**src/trace_sup_pkg.sv**
```systemverilog
/*
 * Shared constants for trail trace and unequipped supervision: register
 * word indices, control and event bit positions, trace layout, check code.
 * Assumes a 32-bit AHB-Lite register bus with one word per register.
 */
package trace_sup_pkg;

    localparam int           TRACE_LEN     = 16;
    localparam int           TRACE_WORDS   = 4;
    localparam int           CRC_W         = 7;
    localparam int           ID_BITS       = 120;
    localparam int           EV_W          = 3;

    localparam logic [5:0]   IDX_CTRL      = 6'h00;
    localparam logic [5:0]   IDX_STATUS    = 6'h01;
    localparam logic [5:0]   IDX_MASK      = 6'h02;
    localparam logic [5:0]   IDX_STATE     = 6'h03;
    localparam logic [5:0]   IDX_TX_BASE   = 6'h04;
    localparam logic [5:0]   IDX_EXP_BASE  = 6'h08;
    localparam logic [5:0]   IDX_ACC_BASE  = 6'h0c;

    localparam int           CTRL_EXPECT   = 0;
    localparam int           CTRL_CONNECT  = 1;
    localparam int           CTRL_INSTALL  = 2;
    localparam int           CTRL_SUPER    = 3;
    localparam int           CTRL_W        = 4;
    localparam logic [3:0]   CTRL_RESET    = 4'h0;

    localparam int           EV_MISMATCH   = 0;
    localparam int           EV_IDLE_UNEQUIPPED_SIGNAL       = 1;
    localparam int           EV_CHANGED    = 2;
    localparam logic [2:0]   EV_RESET      = 3'h0;

    localparam logic         HEADER_MARK   = 1'b1;
    localparam logic         ID_MARK       = 1'b0;
    localparam logic [6:0]   CRC_POLY      = 7'h09;
    localparam logic [7:0]   LABEL_IDLE_UNEQUIPPED_SIGNAL    = 8'h00;
    localparam logic [7:0]   BYTE_ZERO     = 8'h00;
    localparam logic [3:0]   LAST_POS      = 4'hf;

    typedef enum logic [1:0] {
        TX_NORMAL      = 2'b00,
        TX_SUPERVISORY = 2'b01,
        TX_UNEQUIPPED  = 2'b11
    } tx_mode_t;

endpackage : trace_sup_pkg

```
**src/trace_rx_if.sv**
```systemverilog
/*
 * Carrier between the top and the receive trace capture: received trace
 * bytes per frame, the repeat mode and the accepted trace.
 * Assumes both ends run on the one system clock.
 */
`timescale 1ns/10ps
interface trace_rx_if;
    logic       frame_en;
    logic [7:0] trace_byte;
    logic       repeat_mode;
    logic [7:0] accepted [trace_sup_pkg::TRACE_LEN];
    logic       changed;

    modport top     (output frame_en, output trace_byte, output repeat_mode,
                     input accepted, input changed);
    modport capture (input frame_en, input trace_byte, input repeat_mode,
                     output accepted, output changed);
endinterface : trace_rx_if

```
**src/trace_crc7.sv**
```systemverilog
/*
 * Check code of a trace string: header byte with zero check bits followed by
 * the fifteen identifier bytes, first bit most significant.
 * Assumes the identifier is static, so the long combinational loop is fine.
 */
`timescale 1ns/10ps
module trace_crc7 (
    input  wire logic [trace_sup_pkg::ID_BITS-1:0] identifier,
    output logic      [trace_sup_pkg::CRC_W-1:0]   crc
);

    function automatic logic [6:0] crc7_of(input logic [127:0] bits);
        logic [6:0] rem;
        logic       fb;
        rem = 7'h00;
        for (int i = 127; i >= 0; i--) begin
            fb  = rem[6] ^ bits[i];
            rem = {rem[5:0], 1'b0};
            if (fb) begin
                rem = rem ^ trace_sup_pkg::CRC_POLY;
            end
        end
        return rem;
    endfunction : crc7_of

    // Shift-register form gives the remainder of the string times x^7
    always_comb begin
        crc = crc7_of({trace_sup_pkg::HEADER_MARK, 7'h00, identifier});
    end

endmodule : trace_crc7

```
**src/trace_rx_capture.sv**
```systemverilog
/*
 * Receive trace capture: aligns on the header byte and stores the accepted
 * string, or replicates a single repeating byte when no expectation is set.
 * Assumes one trace byte per frame strobe.
 */
`timescale 1ns/10ps
module trace_rx_capture (
    input  wire logic hclk,
    input  wire logic hresetn,
    trace_rx_if.capture rx
);

    logic [3:0] pos_q;
    logic [3:0] pos_d;

    always_comb begin
        if (rx.trace_byte[7] == trace_sup_pkg::HEADER_MARK) begin
            pos_d = 4'h0;
        end else begin
            pos_d = pos_q;
        end
    end

    always_ff @(posedge hclk or negedge hresetn) begin
        if (!hresetn) begin
            pos_q <= 4'h0;
        end else if (rx.frame_en) begin
            pos_q <= pos_d + 4'h1;
        end
    end

    always_ff @(posedge hclk or negedge hresetn) begin
        if (!hresetn) begin
            rx.changed <= 1'b0;
            for (int i = 0; i < trace_sup_pkg::TRACE_LEN; i++) begin
                rx.accepted[i] <= trace_sup_pkg::BYTE_ZERO;
            end
        end else begin
            rx.changed <= 1'b0;
            if (rx.frame_en) begin
                if (rx.repeat_mode) begin
                    // Old sources send one byte over and over
                    for (int i = 0; i < trace_sup_pkg::TRACE_LEN; i++) begin
                        rx.accepted[i] <= rx.trace_byte;
                    end
                    rx.changed <= rx.accepted[0] != rx.trace_byte;
                end else begin
                    rx.accepted[pos_d] <= rx.trace_byte;
                    rx.changed         <= rx.accepted[pos_d] != rx.trace_byte;
                end
            end
        end
    end

endmodule : trace_rx_capture

```
**src/trail_trace_and_unequipped_supervision.sv**
```systemverilog
/*
 * Trail trace insertion and checking with unequipped supervision, reached
 * over an AHB-Lite slave with sticky event status and one interrupt.
 * Assumes frame strobes are one-cycle pulses on hclk and bus inputs are
 * synchronous to hclk.
 */
// The register offsets and the AHB-Lite interface to the registers are this design's own decisions.
`timescale 1ns/10ps
module trail_trace_and_unequipped_supervision (
    input  wire logic        hclk,
    input  wire logic        hresetn,
    input  wire logic        hsel,
    input  wire logic [7:0]  haddr,
    input  wire logic [1:0]  htrans,
    input  wire logic        hwrite,
    input  wire logic [2:0]  hsize,
    input  wire logic [31:0] hwdata,
    input  wire logic        hready,
    output logic             hreadyout,
    output logic             hresp,
    output logic [31:0]      hrdata,
    output logic             irq,
    input  wire logic        tx_frame_en,
    input  wire logic [7:0]  client_signal_label,
    input  wire logic [7:0]  client_operator_byte,
    input  wire logic        client_remote_defect,
    input  wire logic        client_remote_error,
    output logic [7:0]       tx_trace_byte,
    output logic [7:0]       tx_trail_signal_label,
    output logic [7:0]       tx_operator_byte,
    output logic             tx_remote_defect_indication,
    output logic             tx_remote_error_indication,
    output logic             tx_idle_unequipped_signal,
    input  wire logic        rx_frame_en,
    input  wire logic [7:0]  rx_trace_byte,
    input  wire logic [7:0]  rx_trail_signal_label,
    input  wire logic        rx_remote_defect_indication,
    input  wire logic        rx_remote_error_indication,
    input  wire logic        rx_parity_error,
    output logic             trace_mismatch_report,
    output logic             remote_defect_report,
    output logic             signal_loss_unequipped,
    output logic             far_end_error_pulse
);

    localparam int N = trace_sup_pkg::TRACE_LEN;

    logic [trace_sup_pkg::CTRL_W-1:0] ctrl_q;
    logic [trace_sup_pkg::EV_W-1:0]   status_q;
    logic [trace_sup_pkg::EV_W-1:0]   mask_q;
    logic [7:0]                       tx_trace_q [N];
    logic [7:0]                       expected_trace_q [N];
    logic [7:0]                       transmitted_trace [N];
    logic [trace_sup_pkg::ID_BITS-1:0] id_bits;
    logic [trace_sup_pkg::CRC_W-1:0]  header_crc;
    logic                             wr_pend_q;
    logic                             rd_pend_q;
    logic [5:0]                       word_q;
    logic [31:0]                      rd_word;
    logic                             addr_phase;
    logic [3:0]                       tx_pos_q;
    trace_sup_pkg::tx_mode_t          tx_mode_q;
    trace_sup_pkg::tx_mode_t          tx_mode_d;
    logic                             unequipped_q;
    logic                             mismatch_raw;
    logic                             mismatch_q;
    logic                             rdi_q;
    logic [trace_sup_pkg::EV_W-1:0]   ev_set;
    logic                             wr_status;
    logic                             expect_on;

    trace_rx_if rx_if ();

    // Bus slave: zero wait states, always OKAY
    assign hreadyout  = 1'b1;
    assign hresp      = 1'b0;
    assign addr_phase = hsel & hready & htrans[1];
    assign expect_on  = ctrl_q[trace_sup_pkg::CTRL_EXPECT];

    // Identifier bytes lose their MSB and the header is rebuilt by hardware
    genvar g;
    generate
        for (g = 1; g < N; g++) begin : g_tx_bytes
            assign transmitted_trace[g]               = {trace_sup_pkg::ID_MARK, tx_trace_q[g][6:0]};
            assign id_bits[(N-1-g)*8 +: 8]            = transmitted_trace[g];
        end
    endgenerate
    assign transmitted_trace[0] = {trace_sup_pkg::HEADER_MARK, header_crc};

    trace_crc7 u_crc (
        .identifier (id_bits),
        .crc        (header_crc)
    );

    assign rx_if.frame_en    = rx_frame_en;
    assign rx_if.trace_byte  = rx_trace_byte;
    assign rx_if.repeat_mode = ~expect_on;

    trace_rx_capture u_capture (
        .hclk    (hclk),
        .hresetn (hresetn),
        .rx      (rx_if.capture)
    );

    function automatic logic [31:0] pack_word(input logic [7:0] b0, input logic [7:0] b1,
                                              input logic [7:0] b2, input logic [7:0] b3);
        return {b3, b2, b1, b0};
    endfunction : pack_word

    always_ff @(posedge hclk or negedge hresetn) begin
        if (!hresetn) begin
            wr_pend_q <= 1'b0;
            rd_pend_q <= 1'b0;
            word_q    <= 6'h00;
        end else begin
            wr_pend_q <= addr_phase & hwrite;
            rd_pend_q <= addr_phase & ~hwrite;
            if (addr_phase) begin
                word_q <= haddr[7:2];
            end
        end
    end

    // Read data is sampled in the address phase; writes land one cycle later
    always_comb begin
        rd_word = 32'h0000_0000;
        case (haddr[7:2])
            trace_sup_pkg::IDX_CTRL:   rd_word[trace_sup_pkg::CTRL_W-1:0] = ctrl_q;
            trace_sup_pkg::IDX_STATUS: rd_word[trace_sup_pkg::EV_W-1:0]   = status_q;
            trace_sup_pkg::IDX_MASK:   rd_word[trace_sup_pkg::EV_W-1:0]   = mask_q;
            trace_sup_pkg::IDX_STATE:  rd_word[7:0] = {tx_pos_q, tx_idle_unequipped_signal,
                                                       remote_defect_report, unequipped_q,
                                                       trace_mismatch_report};
            default: begin
                for (int w = 0; w < trace_sup_pkg::TRACE_WORDS; w++) begin
                    if (haddr[7:2] == trace_sup_pkg::IDX_TX_BASE + 6'(w)) begin
                        rd_word = pack_word(transmitted_trace[4*w], transmitted_trace[4*w+1],
                                            transmitted_trace[4*w+2], transmitted_trace[4*w+3]);
                    end
                    if (haddr[7:2] == trace_sup_pkg::IDX_EXP_BASE + 6'(w)) begin
                        rd_word = pack_word(expected_trace_q[4*w], expected_trace_q[4*w+1],
                                            expected_trace_q[4*w+2], expected_trace_q[4*w+3]);
                    end
                    if (haddr[7:2] == trace_sup_pkg::IDX_ACC_BASE + 6'(w)) begin
                        rd_word = pack_word(rx_if.accepted[4*w], rx_if.accepted[4*w+1],
                                            rx_if.accepted[4*w+2], rx_if.accepted[4*w+3]);
                    end
                end
            end
        endcase
    end

    always_ff @(posedge hclk or negedge hresetn) begin
        if (!hresetn) begin
            hrdata <= 32'h0000_0000;
        end else if (addr_phase & ~hwrite) begin
            hrdata <= rd_word;
        end
    end

    always_ff @(posedge hclk or negedge hresetn) begin
        if (!hresetn) begin
            ctrl_q <= trace_sup_pkg::CTRL_RESET;
            mask_q <= trace_sup_pkg::EV_RESET;
        end else if (wr_pend_q) begin
            if (word_q == trace_sup_pkg::IDX_CTRL) begin
                ctrl_q <= hwdata[trace_sup_pkg::CTRL_W-1:0];
            end
            if (word_q == trace_sup_pkg::IDX_MASK) begin
                mask_q <= hwdata[trace_sup_pkg::EV_W-1:0];
            end
        end
    end

    // Byte 0 of the transmitted trace is not stored: hardware owns the header
    always_ff @(posedge hclk or negedge hresetn) begin
        if (!hresetn) begin
            for (int i = 0; i < N; i++) begin
                tx_trace_q[i]       <= trace_sup_pkg::BYTE_ZERO;
                expected_trace_q[i] <= trace_sup_pkg::BYTE_ZERO;
            end
        end else if (wr_pend_q) begin
            for (int w = 0; w < trace_sup_pkg::TRACE_WORDS; w++) begin
                for (int b = 0; b < 4; b++) begin
                    if (word_q == trace_sup_pkg::IDX_TX_BASE + 6'(w) && (4*w + b) != 0) begin
                        tx_trace_q[4*w+b] <= hwdata[8*b +: 8];
                    end
                    if (word_q == trace_sup_pkg::IDX_EXP_BASE + 6'(w)) begin
                        expected_trace_q[4*w+b] <= hwdata[8*b +: 8];
                    end
                end
            end
        end
    end

    // Sink side: zero label is loss of signal, covers supervisory too
    always_ff @(posedge hclk or negedge hresetn) begin
        if (!hresetn) begin
            unequipped_q <= 1'b0;
            rdi_q        <= 1'b0;
        end else if (rx_frame_en) begin
            unequipped_q <= rx_trail_signal_label == trace_sup_pkg::LABEL_IDLE_UNEQUIPPED_SIGNAL;
            rdi_q        <= rx_remote_defect_indication;
        end
    end

    always_comb begin
        mismatch_raw = 1'b0;
        for (int i = 0; i < N; i++) begin
            if (rx_if.accepted[i] != expected_trace_q[i]) begin
                mismatch_raw = expect_on;
            end
        end
    end

    always_ff @(posedge hclk or negedge hresetn) begin
        if (!hresetn) begin
            mismatch_q <= 1'b0;
        end else begin
            mismatch_q <= mismatch_raw;
        end
    end

    assign signal_loss_unequipped = unequipped_q;
    assign trace_mismatch_report  = mismatch_q & ~unequipped_q;
    assign remote_defect_report   = rdi_q & ~unequipped_q;

    // Far-end counts are meaningless while unequipped
    always_ff @(posedge hclk or negedge hresetn) begin
        if (!hresetn) begin
            far_end_error_pulse <= 1'b0;
        end else begin
            far_end_error_pulse <= rx_frame_en & rx_remote_error_indication
                                 & ~(rx_trail_signal_label == trace_sup_pkg::LABEL_IDLE_UNEQUIPPED_SIGNAL);
        end
    end

    // Events: set wins over a write-one clear in the same cycle
    assign ev_set[trace_sup_pkg::EV_MISMATCH] = trace_mismatch_report;
    assign ev_set[trace_sup_pkg::EV_IDLE_UNEQUIPPED_SIGNAL]     = unequipped_q;
    assign ev_set[trace_sup_pkg::EV_CHANGED]  = rx_if.changed;
    assign wr_status = wr_pend_q && word_q == trace_sup_pkg::IDX_STATUS;

    always_ff @(posedge hclk or negedge hresetn) begin
        if (!hresetn) begin
            status_q <= trace_sup_pkg::EV_RESET;
        end else begin
            status_q <= (status_q & ~({trace_sup_pkg::EV_W{wr_status}} & hwdata[trace_sup_pkg::EV_W-1:0]))
                      | ev_set;
        end
    end

    assign irq = |(status_q & mask_q);

    // Source side: container choice taken once per trace string, at the last byte
    always_comb begin
        if (ctrl_q[trace_sup_pkg::CTRL_CONNECT] && ctrl_q[trace_sup_pkg::CTRL_INSTALL]) begin
            tx_mode_d = trace_sup_pkg::TX_NORMAL;
        end else if (ctrl_q[trace_sup_pkg::CTRL_SUPER]) begin
            tx_mode_d = trace_sup_pkg::TX_SUPERVISORY;
        end else begin
            tx_mode_d = trace_sup_pkg::TX_UNEQUIPPED;
        end
    end

    always_ff @(posedge hclk or negedge hresetn) begin
        if (!hresetn) begin
            tx_pos_q  <= 4'h0;
            tx_mode_q <= trace_sup_pkg::TX_UNEQUIPPED;
        end else if (tx_frame_en) begin
            tx_pos_q <= (tx_pos_q == trace_sup_pkg::LAST_POS) ? 4'h0 : tx_pos_q + 4'h1;
            if (tx_pos_q == trace_sup_pkg::LAST_POS) begin
                // Mode changes only at a string boundary so no trace is cut short
                tx_mode_q <= tx_mode_d;
            end
        end
    end

    always_ff @(posedge hclk or negedge hresetn) begin
        if (!hresetn) begin
            tx_trace_byte               <= trace_sup_pkg::BYTE_ZERO;
            tx_trail_signal_label       <= trace_sup_pkg::LABEL_IDLE_UNEQUIPPED_SIGNAL;
            tx_operator_byte            <= trace_sup_pkg::BYTE_ZERO;
            tx_remote_defect_indication <= 1'b0;
            tx_remote_error_indication  <= 1'b0;
            tx_idle_unequipped_signal   <= 1'b1;
        end else if (tx_frame_en) begin
            case (tx_mode_q)
                trace_sup_pkg::TX_NORMAL: begin
                    tx_trace_byte               <= transmitted_trace[tx_pos_q];
                    tx_trail_signal_label       <= client_signal_label;
                    tx_operator_byte            <= client_operator_byte;
                    tx_remote_defect_indication <= client_remote_defect;
                    tx_remote_error_indication  <= client_remote_error;
                    tx_idle_unequipped_signal   <= 1'b0;
                end
                trace_sup_pkg::TX_SUPERVISORY: begin
                    tx_trace_byte               <= transmitted_trace[tx_pos_q];
                    tx_trail_signal_label       <= trace_sup_pkg::LABEL_IDLE_UNEQUIPPED_SIGNAL;
                    tx_operator_byte            <= trace_sup_pkg::BYTE_ZERO;
                    tx_remote_defect_indication <= unequipped_q | mismatch_q;
                    tx_remote_error_indication  <= rx_parity_error & ~unequipped_q;
                    tx_idle_unequipped_signal   <= 1'b1;
                end
                default: begin
                    tx_trace_byte               <= trace_sup_pkg::BYTE_ZERO;
                    tx_trail_signal_label       <= trace_sup_pkg::LABEL_IDLE_UNEQUIPPED_SIGNAL;
                    tx_operator_byte            <= trace_sup_pkg::BYTE_ZERO;
                    tx_remote_defect_indication <= 1'b0;
                    tx_remote_error_indication  <= 1'b0;
                    tx_idle_unequipped_signal   <= 1'b1;
                end
            endcase
        end
    end

endmodule : trail_trace_and_unequipped_supervision

```
**config.mk**
```make
export PLATFORM = sky130hd
export DESIGN_NAME = trail_trace_and_unequipped_supervision
export DESIGN_NICKNAME = d
export VERILOG_FILES = /design/src/trace_sup_pkg.sv /design/src/trace_rx_if.sv /design/src/trace_crc7.sv /design/src/trace_rx_capture.sv /design/src/trail_trace_and_unequipped_supervision.sv
export SDC_FILE = /design/constraint.sdc
export NUM_CORES = 1
export LEC_CHECK = 0
export BUFFER_PORTS_ARGS = -buffer_cell sky130_fd_sc_hd__buf_2
export CORE_ASPECT_RATIO = 1.1
export CORE_MARGIN = 2
export CORE_UTILIZATION = 40
export DETAILED_ROUTE_END_ITERATION = 10
export GPL_TIMING_DRIVEN = 0
export PLACE_DENSITY_LB_ADDON = 0.1
export SETUP_SLACK_MARGIN = 0.3
export SLEW_MARGIN = 0
export SYNTH_ARGS = -nofsm -noshare
export SYNTH_HDL_FRONTEND = slang
export SYNTH_SLANG_ARGS = --single-unit
```
**constraint.sdc**
```tcl
create_clock -name hclk -period 9.25 [get_ports hclk]
set_clock_uncertainty 0.15 [all_clocks]
set_input_delay 1.85 -clock hclk [delete_from_list [all_inputs] [get_ports hclk]]
set_output_delay 1.85 -clock hclk [all_outputs]
set_load 0.005 [all_outputs]
```
# --- Yosys cells after proc, flatten, opt, wreduce, memory -nomap -nowiden ---
# Index checks and enable logic that the tools add are counted.
classes:
  muxes: 173
  magnitude_cmp: 3
  n_bitwise: 242
  eq_ne: 45
  n_reduce_logical: 23
  add_sub_neg: 2
ops:
  columns: ["op", "n"]
  rows:
  - ["two-way mux 4 bit", 121]
  - ["two-way mux 32 bit", 11]
  - ["inverter 2 bit", 118]
  - ["!= test 8 bit", 18]
  - ["bitwise mux 128 bit", 1]
  - ["two-way mux 128 bit", 1]
  - ["XOR 1 bit", 101]
  - ["== test 6 x 4 -> 1 bit, second input constant", 12]
  - ["binary-select mux 8 bit (select 4 bit)", 2]
  - ["two-way mux 8 bit", 8]
  - ["== test 6 x 3 -> 1 bit, second input constant", 8]
  - ["demux 8 bit (select 4 bit)", 1]
  - ["two-way mux 31 bit", 1]
  - ["two-way mux 24 bit", 1]
  - ["AND reduction 2 bit", 11]
  - ["two-way mux 1 bit", 19]
  - ["== test 6 x 2 -> 1 bit, second input constant", 3]
  - ["== test 6 x 1 -> 1 bit, second input constant", 2]
  - ["logical NOT 6 bit", 2]
  - ["one-hot mux 3 bit (4 select lines)", 1]
  - [">= comparator 5 bit, second input constant", 2]
  - ["inverter 4 -> 5 bit", 2]
  - ["bitwise AND 1 bit", 9]
  - ["bitwise AND 3 bit", 3]
  - ["19 further kinds", 30]
word_totals:
  register_bits: 452
  output_inout_bits: 66
  word_cells: 555

# --- Depth between registers and ports, before layout ---
# Gate-level depths: netlist (run 1).
logic_depth:
  ltp_word: 250
  depth_mapped: 13
  ltp_nobuf: 12

# --- Hierarchy ---
# From an unflattened synthesis (run 1), not the netlist that was laid out.
hier_totals:
  hier_cells: 2395
  area_unflattened_um2: 27930.5
by_module_without_submodules:
  columns: ["mod", "seq_area_each_um2", "instances", "cells_each", "area_each_um2"]
  rows:
  - ["trail_trace_and_unequipped_supervision", 7986.4, 1, 1603, 17947.2]
  - ["trace_rx_capture", 3328.2, 1, 547, 6566.3]
  - ["trace_crc7", 0.0, 1, 245, 3417.0]

# --- Worst setup path before layout (run 1) ---
# OpenSTA, ideal clock, no wires.
synth_path:
  path_kind: "reg2reg"
  start: "register tx_trace_q, in the netlist id_bits[114]"
  end: "register tx_trace_byte[4]"
  setup_slack_ns: 4.431
  n_path_buf: 1
  arrival_ns: 4.548
  path_stages_with_launch: 14
  t_required_ns: 8.979
  setup_time_ns: 0.121
  cell_sequence: "dfrtp_1 buf_6 xnor3_2 xnor3_2 xnor3_2 xor2_1 xnor3_2 xnor3_2 xnor3_2 xnor3_1 xnor3_2 xnor2_1 a211o_1 a22o_1"
synth_via:
  elab_chain_len: 100
synth_lines:
  columns: ["element", "line_no", "source"]
  rows:
  - ["start, declared", "trail_trace_and_unequipped_supervision.sv:51", "logic [7:0] tx_trace_q [N];"]
  - ["start signal, assigned by index", "trail_trace_and_unequipped_supervision.sv:179", "tx_trace_q[i] <= trace_sup_pkg::BYTE_ZERO;"]
  - ["start signal, assigned by index", "trail_trace_and_unequipped_supervision.sv:186", "tx_trace_q[4*w+b] <= hwdata[8*b +: 8];"]
  - ["XOR 1 bit (*)", "trace_crc7.sv:17", "fb = rem[6] ^ bits[i];"]
  - ["two-way mux 4 bit (*)", "trace_crc7.sv:19", "if (fb) begin"]
  - ["two-way mux 4 bit (2 in a row)", "trace_crc7.sv:19", null]
  - ["inverter 2 bit (no source line)", null, null]
  - ["two-way mux 4 bit", "trace_crc7.sv:19", null]
  - ["XOR 1 bit", "trace_crc7.sv:17", null]
  - ["two-way mux 4 bit (3 in a row)", "trace_crc7.sv:19", null]
  - ["inverter 2 bit (no source line)", null, null]
  - ["(+78 left out)", null, null]
  - ["two-way mux 4 bit", "trace_crc7.sv:19", null]
  - ["XOR 1 bit", "trace_crc7.sv:17", null]
  - ["two-way mux 4 bit (3 in a row)", "trace_crc7.sv:19", null]
  - ["inverter 2 bit (no source line)", null, null]
  - ["two-way mux 4 bit (*)", "trace_crc7.sv:19", null]
  - ["binary-select mux 8 bit (select 4 bit) (*)", "trail_trace_and_unequipped_supervision.sv:290, trail_trace_and_unequipped_supervision.sv:298", null]
  - ["two-way mux 8 bit (not written as such) (*) (2 in a row)", "trail_trace_and_unequipped_supervision.sv:290, trail_trace_and_unequipped_supervision.sv:298", null]
  - ["two-way mux 8 bit (*)", null, null]
  - ["end signal, assigned", "trail_trace_and_unequipped_supervision.sv:290", "tx_trace_byte <= transmitted_trace[tx_pos_q];"]
  - ["end signal, assigned", "trail_trace_and_unequipped_supervision.sv:298", "tx_trace_byte <= transmitted_trace[tx_pos_q];"]
  - ["end signal, assigned", "trail_trace_and_unequipped_supervision.sv:306", "tx_trace_byte <= trace_sup_pkg::BYTE_ZERO;"]
  - ["end, declared", "trail_trace_and_unequipped_supervision.sv:28", "output logic [7:0] tx_trace_byte,"]
# Mark *: on every way between the ends. The rest lies on a longest branch, timed or not. The select of a mux whose other input is x is not followed.
# A chain may end at the register's enable or synchronous reset.

# --- Worst setup path in the final report (run 1) ---
layout_path:
  start: "register tx_trace_q, in the netlist id_bits[106]"
  end: "register hrdata[3]"
layout_via:
  elab_chain_len: 103
layout_lines:
  columns: ["element", "line_no", "source"]
  rows:
  - ["XOR 1 bit (*)", "trace_crc7.sv:17", null]
  - ["two-way mux 4 bit (*)", "trace_crc7.sv:19", null]
  - ["two-way mux 4 bit (2 in a row)", "trace_crc7.sv:19", null]
  - ["inverter 2 bit (no source line)", null, null]
  - ["two-way mux 4 bit", "trace_crc7.sv:19", null]
  - ["XOR 1 bit", "trace_crc7.sv:17", null]
  - ["two-way mux 4 bit (3 in a row)", "trace_crc7.sv:19", null]
  - ["inverter 2 bit (no source line)", null, null]
  - ["(+84 left out)", null, null]
  - ["two-way mux 32 bit (*)", "trail_trace_and_unequipped_supervision.sv:144", "if (haddr[7:2] == trace_sup_pkg::IDX_ACC_BASE + 6'(w)) begin"]
  - ["two-way mux 32 bit (*)", "trail_trace_and_unequipped_supervision.sv:136", "if (haddr[7:2] == trace_sup_pkg::IDX_TX_BASE + 6'(w)) begin"]
  - ["two-way mux 32 bit (*)", "trail_trace_and_unequipped_supervision.sv:140", "if (haddr[7:2] == trace_sup_pkg::IDX_EXP_BASE + 6'(w)) begin"]
  - ["two-way mux 32 bit (*)", "trail_trace_and_unequipped_supervision.sv:144", null]
  - ["two-way mux 32 bit (*)", "trail_trace_and_unequipped_supervision.sv:136", null]
  - ["two-way mux 32 bit (*)", "trail_trace_and_unequipped_supervision.sv:140", null]
  - ["two-way mux 32 bit (*)", "trail_trace_and_unequipped_supervision.sv:144", null]
  - ["one-hot mux 1 bit (3 select lines) (*)", "trail_trace_and_unequipped_supervision.sv:127", "case (haddr[7:2])"]
  - ["end signal, assigned", "trail_trace_and_unequipped_supervision.sv:157", "hrdata <= rd_word;"]
  - ["end, declared", "trail_trace_and_unequipped_supervision.sv:21", "output logic [31:0] hrdata,"]
# Mark *: on every way between the ends. The rest lies on a longest branch, timed or not.

==> summary.md, run 1 <==
The run finished with clean final reports. For the part of the Yosys area used for sequential elements, the log shows 0.433. The slew at the pin with the worst max-slew slack was 1.45 ns.

The worst setup path is launched from a register. Combinational share of power: 0.680. The level count of the clock H-tree came out at 2.

The worst setup path is of the reg2reg kind. Synthesis produced a netlist with a net count of 2,373. The pre-antenna-repair detailed-routing pass consisted of 9 iterations. The die covers 67,300 sq um. The synthesized design contains 0 enable-type register cells. In this run the count of I/O pins placed on the die edge is 155. The leakage power of the design was 13.1 nW.

The first global-routing pass estimated 178,000 um of wire. Entering global routing, the biggest net connects 117 pins. The number of global-route vias before repair was 21,200. Setup repair after global routing left no endpoint under its margin. The most common cell type on the critical path was sky130_fd_sc_hd__xnor3_1. The count of state elements after synthesis is 452. The count of nets left with antenna violations once routing finished came out at 0. TritonCTS built the clock tree. For the remaining design rule violation count, the log shows 0.

The HPWL after detailed placement is 104,000 um. The register-to-register setup slack is 3.20 ns. The count of standard-cell rows is 98. The largest fanout on the critical path came out at 6. The critical path goes through clkbuf_1 -> xnor3_1 -> xnor3_1 -> xnor3_1 -> xnor3_1 -> xor3_1 -> xnor2_1 -> xnor3_1 -> xnor2_1 -> xnor3_1 -> xnor2_1 -> a2111oi_0 -> nor3_1.

For this run, the number of Yosys warnings is 0. The signal arrival time at the worst endpoint is 6.43 ns. Power per cell area: 577 nW/um^2. The area taken by flip-flops and latches came out at 11,300 sq um. The total routing usage reported by global routing came out at 0.387. The largest single stage delay on the critical path is 0.69 ns.

The number of I/O port buffers came out at 142. After clock tree synthesis, the setup repair step added 0 buffers. The die is 248 um wide. The capture point of the worst reg-to-reg path is hrdata[3]. After detailed routing, the number of vias per cell comes to 6.33.

The tools report the sequential group share of total power as 0.195. The most instantiated flip-flop cell in the synthesis netlist was sky130_fd_sc_hd__dfrtp_1. After global routing the overflow that remains totals 0. The final critical delay including setup and external delays works out to 6.05 ns.

The share of layout cells above drive strength 1 is 0.265, and the remaining max-slew budget at the tightest pin is 0.0318. Cell internal power was estimated by the tool at 9.63 mW. Dividing the synthesized area by the synthesized cell count gives 11.5 sq um. At the end of routability-driven placement, the weighted congestion stood at 1.03. Max-cap violations in this run came to 0.

For this run, the post-layout net count is 2,574. The destination of the critical timing path is hrdata[3]. From synthesis to final layout, the design area changed by 14.0%. For the worst-skew pair, the clock arrives at the later sink with an insertion delay of 0.63 ns.

Area occupied by multi-input gates: 14,100 sq um. The run gives 4 as the initial antenna violation count. The slowest stage of the critical path belongs to the cell sky130_fd_sc_hd__xnor2_1. The startpoint identified for the worst register-to-register timing path is id_bits[106].

The layout filler cell count is 6,111. Gates resized during post-CTS repair numbered 0. The tools report the timing startpoint of the critical path as id_bits[106]. Measured in cells, the most critical reg-to-reg path has a length of 13.

For the highest clock rate, the log shows 165 MHz. The fraction of registers with async set or reset after synthesis is 1.00, and the final cell utilization of the core is 0.460. The tools report the core outline area as 64,700 sq um. The run gives 2,338 as the number of DRC violations after detailed-routing iteration 0. In this run, distinct cell masters in the synthesized netlist total 70. For this block, the routed nets add up to 130,000 um of wire.

The synthesized netlist occupies a cell area of 26,100 sq um. Clock tree synthesis inserted a total of 52 buffers. The logs give 3.48 mV for the worst-case vdd ir drop and 17.2 mW for the overall power consumption.

Path category of the worst min-delay check: reg2reg. Clock tree synthesis found a total of 452 sinks. The share of total power consumed by net switching came out at 0.440. For this design the total switching power over the nets is 7.56 mW.

Initial core utilization: 0.403. The share of the cycle needed by the critical path after routing was 0.654. The largest buffer count on any clock path was 3; the number of setup violations in the final report was 0. The logs give 3,275 for the count of placed standard cells including taps and 3,370 for the final cell count without fillers. Synthesis handed over a netlist of 2,278 instances. STA classifies the critical path endpoint as a register.

For the number of hold-slack violations in the final timing report, the log shows 0. Height of the die: 272 um. Data on the critical path is required at its endpoint by 9.64 ns. Clock-pin slew was measured on the worst setup and hold paths at 0.06 ns. The root cell of the clock tree is sky130_fd_sc_hd__clkbuf_16. After detailed routing, the average wire length per cell comes to 38.7 um. The logs give 0.124 for the clock share of power and 0 for the number of buffers inserted for hold repair after clock tree synthesis.

The logs give 0 for the total count of max-transition violations in the final report and 21,300 for the via count.
## how the worst min path moves through the flow
| stage | endpoint | slack (ns) | start | cells past startpoint |
|---|---|---|---|---|
| floorplan | status_q[2] | 0.25 | u_capture.rx.changed | 1 |
| global placement | tx_remote_error_indication | 0.32 | tx_remote_error_indication | 1 |
| detailed placement | tx_trace_byte[0] | 0.33 | tx_trace_byte[0] | 1 |
| CTS | rdi_q | 0.35 | rdi_q | 1 |
| global route | tx_trace_byte[0] | 0.36 | tx_trace_byte[0] | 1 |
| finish | tx_trace_byte[0] | 0.34 | tx_trace_byte[0] | 1 |
## layer usage
layer / wire, um / up-vias / GRT usage
li1: - / 8786 / -
met1: 51100 / 11100 / 0.495
met2: 62400 / 1177 / 0.638
met3: 9090 / 300 / 0.0569
met4: 7790 / 2 / 0.196
met5: 8 / - / 0
## cells by family after synthesis
| kind of cell | after synthesis | synth area share |
|---|---|---|
| compound gates | 459 | 0.123 |
| xor+xnor | 318 | 0.148 |
| fa+ha+maj | 6 | 0.00288 |
| buf+inv | 172 | 0.0254 |
| flops | 452 | 0.433 |
| mux | 424 | 0.191 |
| other cells | 2 | 0.000288 |
| simple gates | 445 | 0.0762 |
## metrics by stage
step                hold WS (ns)   TNS, ns  instance area [sq um]  setup slack (ns)
floorplan                  0.254         0                  26100              4.43
global placement           0.319  -1396.26                  27900             -3.19
detailed placement         0.335         0                  28000              3.27
CTS                        0.350         0                  29800              3.27
global route               0.362         0                  29800              3.18
finish                     0.344         0                  29800              3.20
## cell usage after synthesis (49+ instances only)
cell,count,area [sq um]
sky130_fd_sc_hd__a21oi_1,54,270
sky130_fd_sc_hd__o21ai_0,61,305
sky130_fd_sc_hd__nand2_1,216,811
sky130_fd_sc_hd__xnor3_1,52,1170
sky130_fd_sc_hd__dfrtp_1,449,11200
sky130_fd_sc_hd__xnor2_1,101,885
sky130_fd_sc_hd__xor2_1,138,1210
sky130_fd_sc_hd__clkbuf_1,113,424
sky130_fd_sc_hd__nor2_1,85,319
sky130_fd_sc_hd__mux2_2,382,4300
sky130_fd_sc_hd__a221oi_1,49,429
sky130_fd_sc_hd__a31oi_1,62,388
sky130_fd_sc_hd__a22oi_1,75,563
## cell usage in the layout, fill, tap and decap left out, types with 52 or more instances in the layout
cell | synthesis | final
sky130_fd_sc_hd__a21oi_1 | 54 | 54
sky130_fd_sc_hd__a22oi_1 | 75 | 75
sky130_fd_sc_hd__a31oi_1 | 62 | 62
sky130_fd_sc_hd__buf_2 | 1 | 142
sky130_fd_sc_hd__clkbuf_1 | 113 | 121
sky130_fd_sc_hd__clkbuf_16 | 0 | 53
sky130_fd_sc_hd__dfrtp_1 | 449 | 449
sky130_fd_sc_hd__mux2_2 | 382 | 382
sky130_fd_sc_hd__nand2_1 | 216 | 216
sky130_fd_sc_hd__nor2_1 | 85 | 85
sky130_fd_sc_hd__o21ai_0 | 61 | 61
sky130_fd_sc_hd__xnor2_1 | 101 | 101
sky130_fd_sc_hd__xnor3_1 | 52 | 52
sky130_fd_sc_hd__xor2_1 | 138 | 138
## critical path: cells and delay by family (launching register included)
kind / cells / cell delay, ns
flops: 1 / 0.32
xor+xnor: 10 / 4.37
buf+inv: 1 / 0.60
simple gates: 1 / 0.23
compound gates: 1 / 0.29
## sequential cells by signal, indices dropped and copies added (netlist names), 2 cells and up
| signal | cells |
|---|---|
| ctrl_q | 4 |
| expected_trace_q | 128 |
| hrdata | 32 |
| id_bits | 105 |
| mask_q | 3 |
| status_q | 3 |
| tx_mode_q | 2 |
| tx_operator_byte | 8 |
| tx_pos_q | 4 |
| tx_trace_byte | 8 |
| tx_trail_signal_label | 8 |
| u_capture.pos_q | 4 |
| u_capture.rx.accepted | 128 |
| word_q | 6 |
## area by class of cell
cell class | count | area share
timing repair buffer | 147 | 0.0282
tap | 850 | 0.0357
buffer | 135 | 0.0176
clock buffer | 76 | 0.0525
antenna | 3 | 0.000252
sequential | 452 | 0.380
clock inverter | 16 | 0.00576
inverter | 37 | 0.00467
multi-input combinational | 1654 | 0.475
## power by group through the flow
stage | clock network, mW | logic (mW) | registers, mW
detailed placement | 0 | 11.6 | 3.33
finish | 2.14 | 11.7 | 3.35
CTS | 2.16 | 11.7 | 3.30
global placement | 0 | 11.6 | 3.32
global route | 2.25 | 12.0 | 3.36
floorplan | 0 | 11.6 | 2.83
Power figures use the tool's default switching activity.
==> inputs of run 2 (changes only) <==
==> constraint.sdc (replaced) <==
create_clock -name hclk -period 4.9 [get_ports hclk]
set_clock_uncertainty 0.15 [all_clocks]
set_input_delay 0.98 -clock hclk [delete_from_list [all_inputs] [get_ports hclk]]
set_output_delay 0.98 -clock hclk [all_outputs]
set_load 0.005 [all_outputs]
==> run 2 against run 1 <==
Net effect: the flow now finishes with violations (capacitance limit, slew limit); cell area up 2.8%; clock-buffer cell count is 1 higher; core utilization rose by 1.3 points; highest routed layer is now met4.
==> summary.md, run 2 (synthesis gave the netlist of run 1 again) <==
The flow ran to the end, but the final reports show violations. The final reports fail on capacitance limit, slew limit. After legalization and detailed placement, the total HPWL measured 103,000 um.

Setup violations remaining at the end of the flow were counted as 0. In the final timing run, aggregate negative setup slack is 0 ns. The first global-routing pass estimated 177,000 um of wire. Kind of capture point of the worst setup path: a register. For the pin with the worst max-slew slack, the measured transition is 1.54 ns. The tools report the register-to-register setup slack as 0.09 ns.

Smallest hold slack: 0.175 ns. The share of layout cells above drive strength 1 is 0.313. STA classifies the critical path startpoint as a register. The tools report the initial antenna violation count as 2. The height of the die works out to 272 um. The count of max-cap constraint violations was 1. In this run the tool buffered the top-level ports with 142 buffer cells.

For this run, the detailed router's first-pass iteration total came to 5. The tree is rooted in a sky130_fd_sc_hd__clkbuf_16. Summed over all layers, the global routing overflow is 0.

The run gives 118 as the largest net degree at the start of global routing. The clock net in this run drives a total of 452 sinks. The run gives 67,300 sq um as the overall die area.

For the count of standard-cell rows, the log shows 98. Critical path required time: 5.25 ns. The floorplan die width works out to 248 um. The H-tree was split into 2 levels. The area growth from synthesis to layout was 17.2%; the via count was 21,500.

The run gives 0.384 as the total routing usage reported by global routing. After clock tree synthesis, the clock-pin slew on the worst setup and hold paths is 0.06 ns. Launching point of the worst reg2reg path: id_bits[96]. The number of nets in the finished design came out at 2,619. TritonCTS built the clock tree. The cell depth of the worst flop-to-flop path works out to 12. Timing would allow up to 208 MHz. Using the TritonRoute via totals, the vias-per-cell ratio works out to 6.29. The largest fanout on the critical path is 5. The floorplan step defined a core boundary enclosing 64,700 sq um. The most common cell after layout, fill and taps aside was sky130_fd_sc_hd__dfrtp_1. The number of global-route vias before repair was 21,200. Path category of the worst min-delay check: in2async. 155 I/O pins were placed.

The remaining max-slew budget at the tightest pin is -0.0332, and the final critical delay including setup and external delays is 4.81 ns. The per-cell routed wire length was 38.1 um; the signal arrival time at the worst endpoint was 5.16 ns. Setup repair after global routing could not meet its margin everywhere. The met3 demand-to-capacity share in global routing is 0.0520. After detailed placement, the design holds a cell count of 3,276.

The logs give 0.617 for the met2 track demand over resource and 52 for the CTS buffer count. Counting along the longest clock path gives a buffer depth of 3. The total count of max-transition violations in the final report was 8; the remaining antenna violation count after routing was 0. The clock insertion delay at the later pin of the skew report is 0.62 ns, and the share of the cycle needed by the critical path after routing is 0.981. The number of DRC violations after detailed-routing iteration 0 is 2,326. The initial core utilization is 0.403. After detailed routing, the number of remaining DRC violations is 0. In this run the critical register-to-register path is captured at hrdata[2].

After global routing, the most crowded layer is met2. After detailed routing, the total wire length is 130,000 um. The routability-driven placement congestion ratio was 1.01; the number of hold-slack violations in the final timing report was 0. The tools report the timing startpoint of the critical path as id_bits[96]. For this run, the number of standard cells in the final layout without fillers is 3,415.

The run gives 0.492 as the met1 usage in global routing. The critical path is of the reg2reg type. The top cell types in the final layout, fill and taps aside, are sky130_fd_sc_hd__dfrtp_1 (427), sky130_fd_sc_hd__mux2_2 (382), sky130_fd_sc_hd__nand2_1 (214).
==> run 2: cell types whose count changed in the layout (fill, tap and decap cells not counted), moves of 5 or more <==
cell | previous run | this run
sky130_fd_sc_hd__buf_6 | 1 | 6
sky130_fd_sc_hd__xnor2_1 | 101 | 75
sky130_fd_sc_hd__dfrtp_1 | 449 | 427
sky130_fd_sc_hd__xnor2_4 | 2 | 10
sky130_fd_sc_hd__xnor3_1 | 52 | 31
sky130_fd_sc_hd__xnor3_2 | 9 | 30
sky130_fd_sc_hd__dfrtp_2 | 0 | 22
sky130_fd_sc_hd__xor2_1 | 138 | 132
sky130_fd_sc_hd__xnor2_2 | 7 | 25
sky130_fd_sc_hd__buf_4 | 3 | 40
==> run 2: cell type report <==
cell class,instances,area (sq um)
antenna,2,5.00
sequential,452,11300
buffer,135,541
fill,6067,34100
tap,850,1060
clock buffer,77,1520
multi-input combinational,1654,14600
clock inverter,16,126
timing repair buffer,192,1240
inverter,37,139
==> run 2: critical path, cell delays in order, from the launching register on <==
cell and delay, ns:
sky130_fd_sc_hd__dfrtp_2 0.55, sky130_fd_sc_hd__xor2_1 0.24, sky130_fd_sc_hd__xnor3_1 0.49, sky130_fd_sc_hd__xnor3_2 0.33, sky130_fd_sc_hd__xor2_4 0.21, sky130_fd_sc_hd__xnor3_2 0.39, sky130_fd_sc_hd__xnor3_2 0.44, sky130_fd_sc_hd__xnor3_2 0.31
sky130_fd_sc_hd__xnor3_2 0.44, sky130_fd_sc_hd__xnor2_2 0.15, sky130_fd_sc_hd__xnor3_2 0.51, sky130_fd_sc_hd__a311oi_2 0.32, sky130_fd_sc_hd__o31ai_1 0.12
==> run 2: how the worst max path moves through the flow <==
stage               slack (ns)  cells after the start                  end
floorplan                 0.22                     12     tx_trace_byte[4]
detailed placement       -0.76                     12            hrdata[3]
CTS                       0.08                     15            hrdata[3]
global placement         -6.77                      1  tx_operator_byte[4]
finish                    0.09                     12            hrdata[2]
global route             -0.02                     15            hrdata[3]
==> run 2: metal layers <==
metal  wire length, um  vias to the layer above
met2             60400                     1056
met4              9610                        0
met3              8300                      327
met5                 0                        -
li1                  -                     8866
met1             51800                    11200
==> run 2: metrics by stage <==
step	setup slack, ns	instance area [sq um]	utilization
6_report	0.0908	30600	0.473
5_1_grt	-0.0158	30600	0.473
4_1_cts	0.0762	30300	0.469
3_5_place_dp	-0.759	28000	0.433
3_3_place_gp	-6.77	27900	0.431
2_1_floorplan	0.217	26100	-
==> run 2: timing repair <==
action	CTS	global route
hold buffers	0	0
setup endpoints to repair	14	14
endpoints found under the hold margin	0	0
setup buffers	36	8
resized for setup	86	37
pin swaps	45	11
Power of run 2 is left out: the tool's default activity adds up to more than one toggle a clock period on the data nets, which glitch-free logic cannot reach.
==> inputs of run 3 (changes only) <==
--- a/config.mk
+++ b/config.mk
@@ -8,10 +8,11 @@
 export BUFFER_PORTS_ARGS = -buffer_cell sky130_fd_sc_hd__buf_2
 export CORE_ASPECT_RATIO = 1.1
 export CORE_MARGIN = 2
-export CORE_UTILIZATION = 40
+export CORE_UTILIZATION = 56
 export DETAILED_ROUTE_END_ITERATION = 10
 export GPL_TIMING_DRIVEN = 0
 export PLACE_DENSITY_LB_ADDON = 0.1
+export REMOVE_ABC_BUFFERS = 1
 export SETUP_SLACK_MARGIN = 0.3
 export SLEW_MARGIN = 0
 export SYNTH_ARGS = -nofsm -noshare
==> run 3 against run 2 <==
Net effect: the flow now finishes without violations; non-clock buffer count decreased by 95; clock-buffer cell count decreased by 1; flip-flop and latch count unchanged; die area decreased by 28%; core utilization increased by 19 points; sequential share of layout area increased by 0.20 points; global-route usage increased by 3.7 points; critical endpoint is now tx_trace_byte[1]; largest cell class unchanged.
==> summary.md, run 3 (synthesis gave the netlist of run 1 again) <==
The flow ran to the end, and the final reports show no timing, DRC or antenna violations. The number of nets in the finished design is 2,522, and the number of stages on the worst hold path is 1. The logs give 0.421 for the total routing usage reported by global routing and 0 for the remaining antenna violation count after routing. TritonCTS built the clock tree. The detailed router finished its first iteration with 2,660 violations. The per-cell routed wire length is 33.3 um, and the initial core utilization is 0.570. The leftover overflow at the end of global routing was 0; the largest buffer count on any clock path was 3. The initial antenna violation count is 3. Most common cell after layout, fill and taps aside: sky130_fd_sc_hd__dfrtp_1. The largest net degree at the start of global routing was 125. Overall routed net length: 102,000 um. The number of setup violations in the final report was 0; the highest clock rate was 206 MHz.

The tools report the remaining max-slew budget at the tightest pin as 0.0340. The tools report the launching point of the worst reg2reg path as id_bits[107]. The cell family contributing the most delay on the critical path is XOR/XNOR gates. Setup repair after global routing could not meet its margin everywhere.

For the worst flop-to-flop path, the logic depth is 15. For the final cell utilization of the core, the log shows 0.665. In the routed layout, each cell is associated on average with a via count of 6.91. The run gives 0.04 ns as the register-to-register setup slack.

The number of hold-slack violations in the final timing report came out at 0. In the layout the commonest cells are sky130_fd_sc_hd__dfrtp_1 (430), sky130_fd_sc_hd__mux2_2 (382), sky130_fd_sc_hd__nand2_1 (215). The core region is 45,800 sq um. The height of the die was 230 um; the critical path buffer and inverter count was 3.

In this design, the stage delay of the slowest critical-path cell is 0.51 ns. The slowest stage of the critical path belongs to the cell sky130_fd_sc_hd__xnor3_2. The clock reaches the later pin of the worst-skew pair after 0.59 ns. Of all nets on the critical path, the largest fanout is 4.

The floorplan die width was 210 um. Traced cell by cell, the critical path runs through xnor3_2 -> buf_6 -> xnor3_1 -> xnor3_2 -> xnor3_2 -> xor2_2 -> xnor2_1 -> xnor3_2 -> xnor3_2 -> buf_6 -> xnor3_2 -> buf_6 -> xnor3_2 -> nor2_1 -> o21ai_1. The root cell of the clock tree is sky130_fd_sc_hd__clkbuf_16.

The first global-routing pass estimated 145,000 um of wire. The tools report the number of I/O pins as 155. The worst setup path is launched from a register. The remaining design rule violation count came out at 0. After layout, the minimum clock period comes to 4.86 ns. The most critical setup path has its endpoint at tx_trace_byte[1].

The tools report the via count as 21,100. The path category of the worst min-delay check was reg2reg. CTS built an H-tree with a depth of 2. The congestion estimate from routability-driven global placement came to 0.999. Fill cells in the final layout number 3,615. In this run the critical register-to-register path is captured at tx_trace_byte[1]. The critical path crosses 15 cells after its start point. Signal arrival time at the worst endpoint: 5.19 ns. The tree built by TritonCTS fans out to 452 sinks. Across all hold checks on the routed design, the worst slack comes to 0.339 ns.

The slew at the pin with the worst max-slew slack came out at 1.45 ns. Clock-pin slew was measured on the worst setup and hold paths at 0.06 ns. Among the stages of the critical path, the cell type that occurs most often is sky130_fd_sc_hd__xnor3_2. STA classifies the critical path endpoint as a register. From synthesis to final layout, the design area changed by 16.6%. The logs give 0 for the total count of max-transition violations in the final report and 5.22 ns for the critical path required time.

Worst setup path category: reg2reg. The share of layout cells above drive strength 1 was 0.346. The count of max-cap constraint violations is 0. The number of global-route vias before repair is 20,300, and the number of I/O port buffers is 146. The die covers 48,400 sq um. The wire-length estimate of the detail-placed layout is 74,700 um. The share of the cycle needed by the critical path after routing is 0.993.

The floorplan has 82 rows. Timing startpoint of the critical path: id_bits[107]. The run gives 6 as the number of iterations in the first detailed-routing pass. The number of clock buffers added by TritonCTS is 50.
==> run 3: changes by cell type in the layout (fill, tap and decap cells not counted), moves of 7 or more <==
| cell | before | now |
|---|---|---|
| sky130_fd_sc_hd__clkbuf_1 | 125 | 16 |
| sky130_fd_sc_hd__buf_12 | 4 | 13 |
| sky130_fd_sc_hd__nor2_1 | 83 | 69 |
| sky130_fd_sc_hd__buf_4 | 40 | 51 |
| sky130_fd_sc_hd__nor2_4 | 0 | 11 |
| sky130_fd_sc_hd__buf_1 | 18 | 0 |
| sky130_fd_sc_hd__buf_6 | 6 | 13 |
==> run 3: cell type report <==
| type | instances | area (sq um) | area share |
|---|---|---|---|
| multi-input cells | 1654 | 14800 | 0.485 |
| flip-flops and latches | 452 | 11300 | 0.373 |
| clock inverters | 16 | 235 | 0.00773 |
| repair buffers | 232 | 1730 | 0.0570 |
| inverters | 37 | 143 | 0.00469 |
| diodes | 1 | 2.50 | 0.0000823 |
| well taps | 588 | 736 | 0.0242 |
| clock buffers | 76 | 1480 | 0.0487 |
==> run 3: worst min-delay path by stage <==
stage	start	to	slack, ns
after detailed placement	tx_trace_byte[0]	tx_trace_byte[0]	0.32
after global placement	tx_trace_byte[0]	tx_trace_byte[0]	0.32
after floorplan	u_capture.rx.changed	status_q[2]	0.25
after CTS	tx_trace_byte[0]	tx_trace_byte[0]	0.34
final	tx_trace_byte[0]	tx_trace_byte[0]	0.34
after global routing	tx_trace_byte[0]	tx_trace_byte[0]	0.36
==> run 3: per-stage QoR <==
stage               instance area, sq um  setup TNS [ns]  worst slack (ns)  std cells
finish                             30400               0            0.0359       3056
global route                       30400         -0.0539           -0.0331       3055
CTS                                30100               0            0.0774       3044
detailed placement                 27600          -22.22            -0.656       2897
global placement                   27000        -2969.33             -6.34       2877
floorplan                          25600               0            0.0497       2143
==> run 3: routing by layer <==
metal	vias to the layer above	routed length, um	part of all wire	global-route usage
met4	0	6680	0.066	0.226
met2	1337	45400	0.45	0.647
met1	10800	39300	0.39	0.557
met5	-	0	0	0
met3	271	10600	0.10	0.100
li1	8668	-	-	-
==> run 3: repair_timing <==
| action | CTS | global route |
|---|---|---|
| endpoints found under the setup margin | 30 | 14 |
| hold endpoints to repair | 1 | 0 |
| gates resized for setup | 85 | 37 |
| setup buffers | 54 | 11 |
| pin swaps | 48 | 18 |
| hold buffers | 1 | 0 |
Power of run 3 is left out for the same reason.
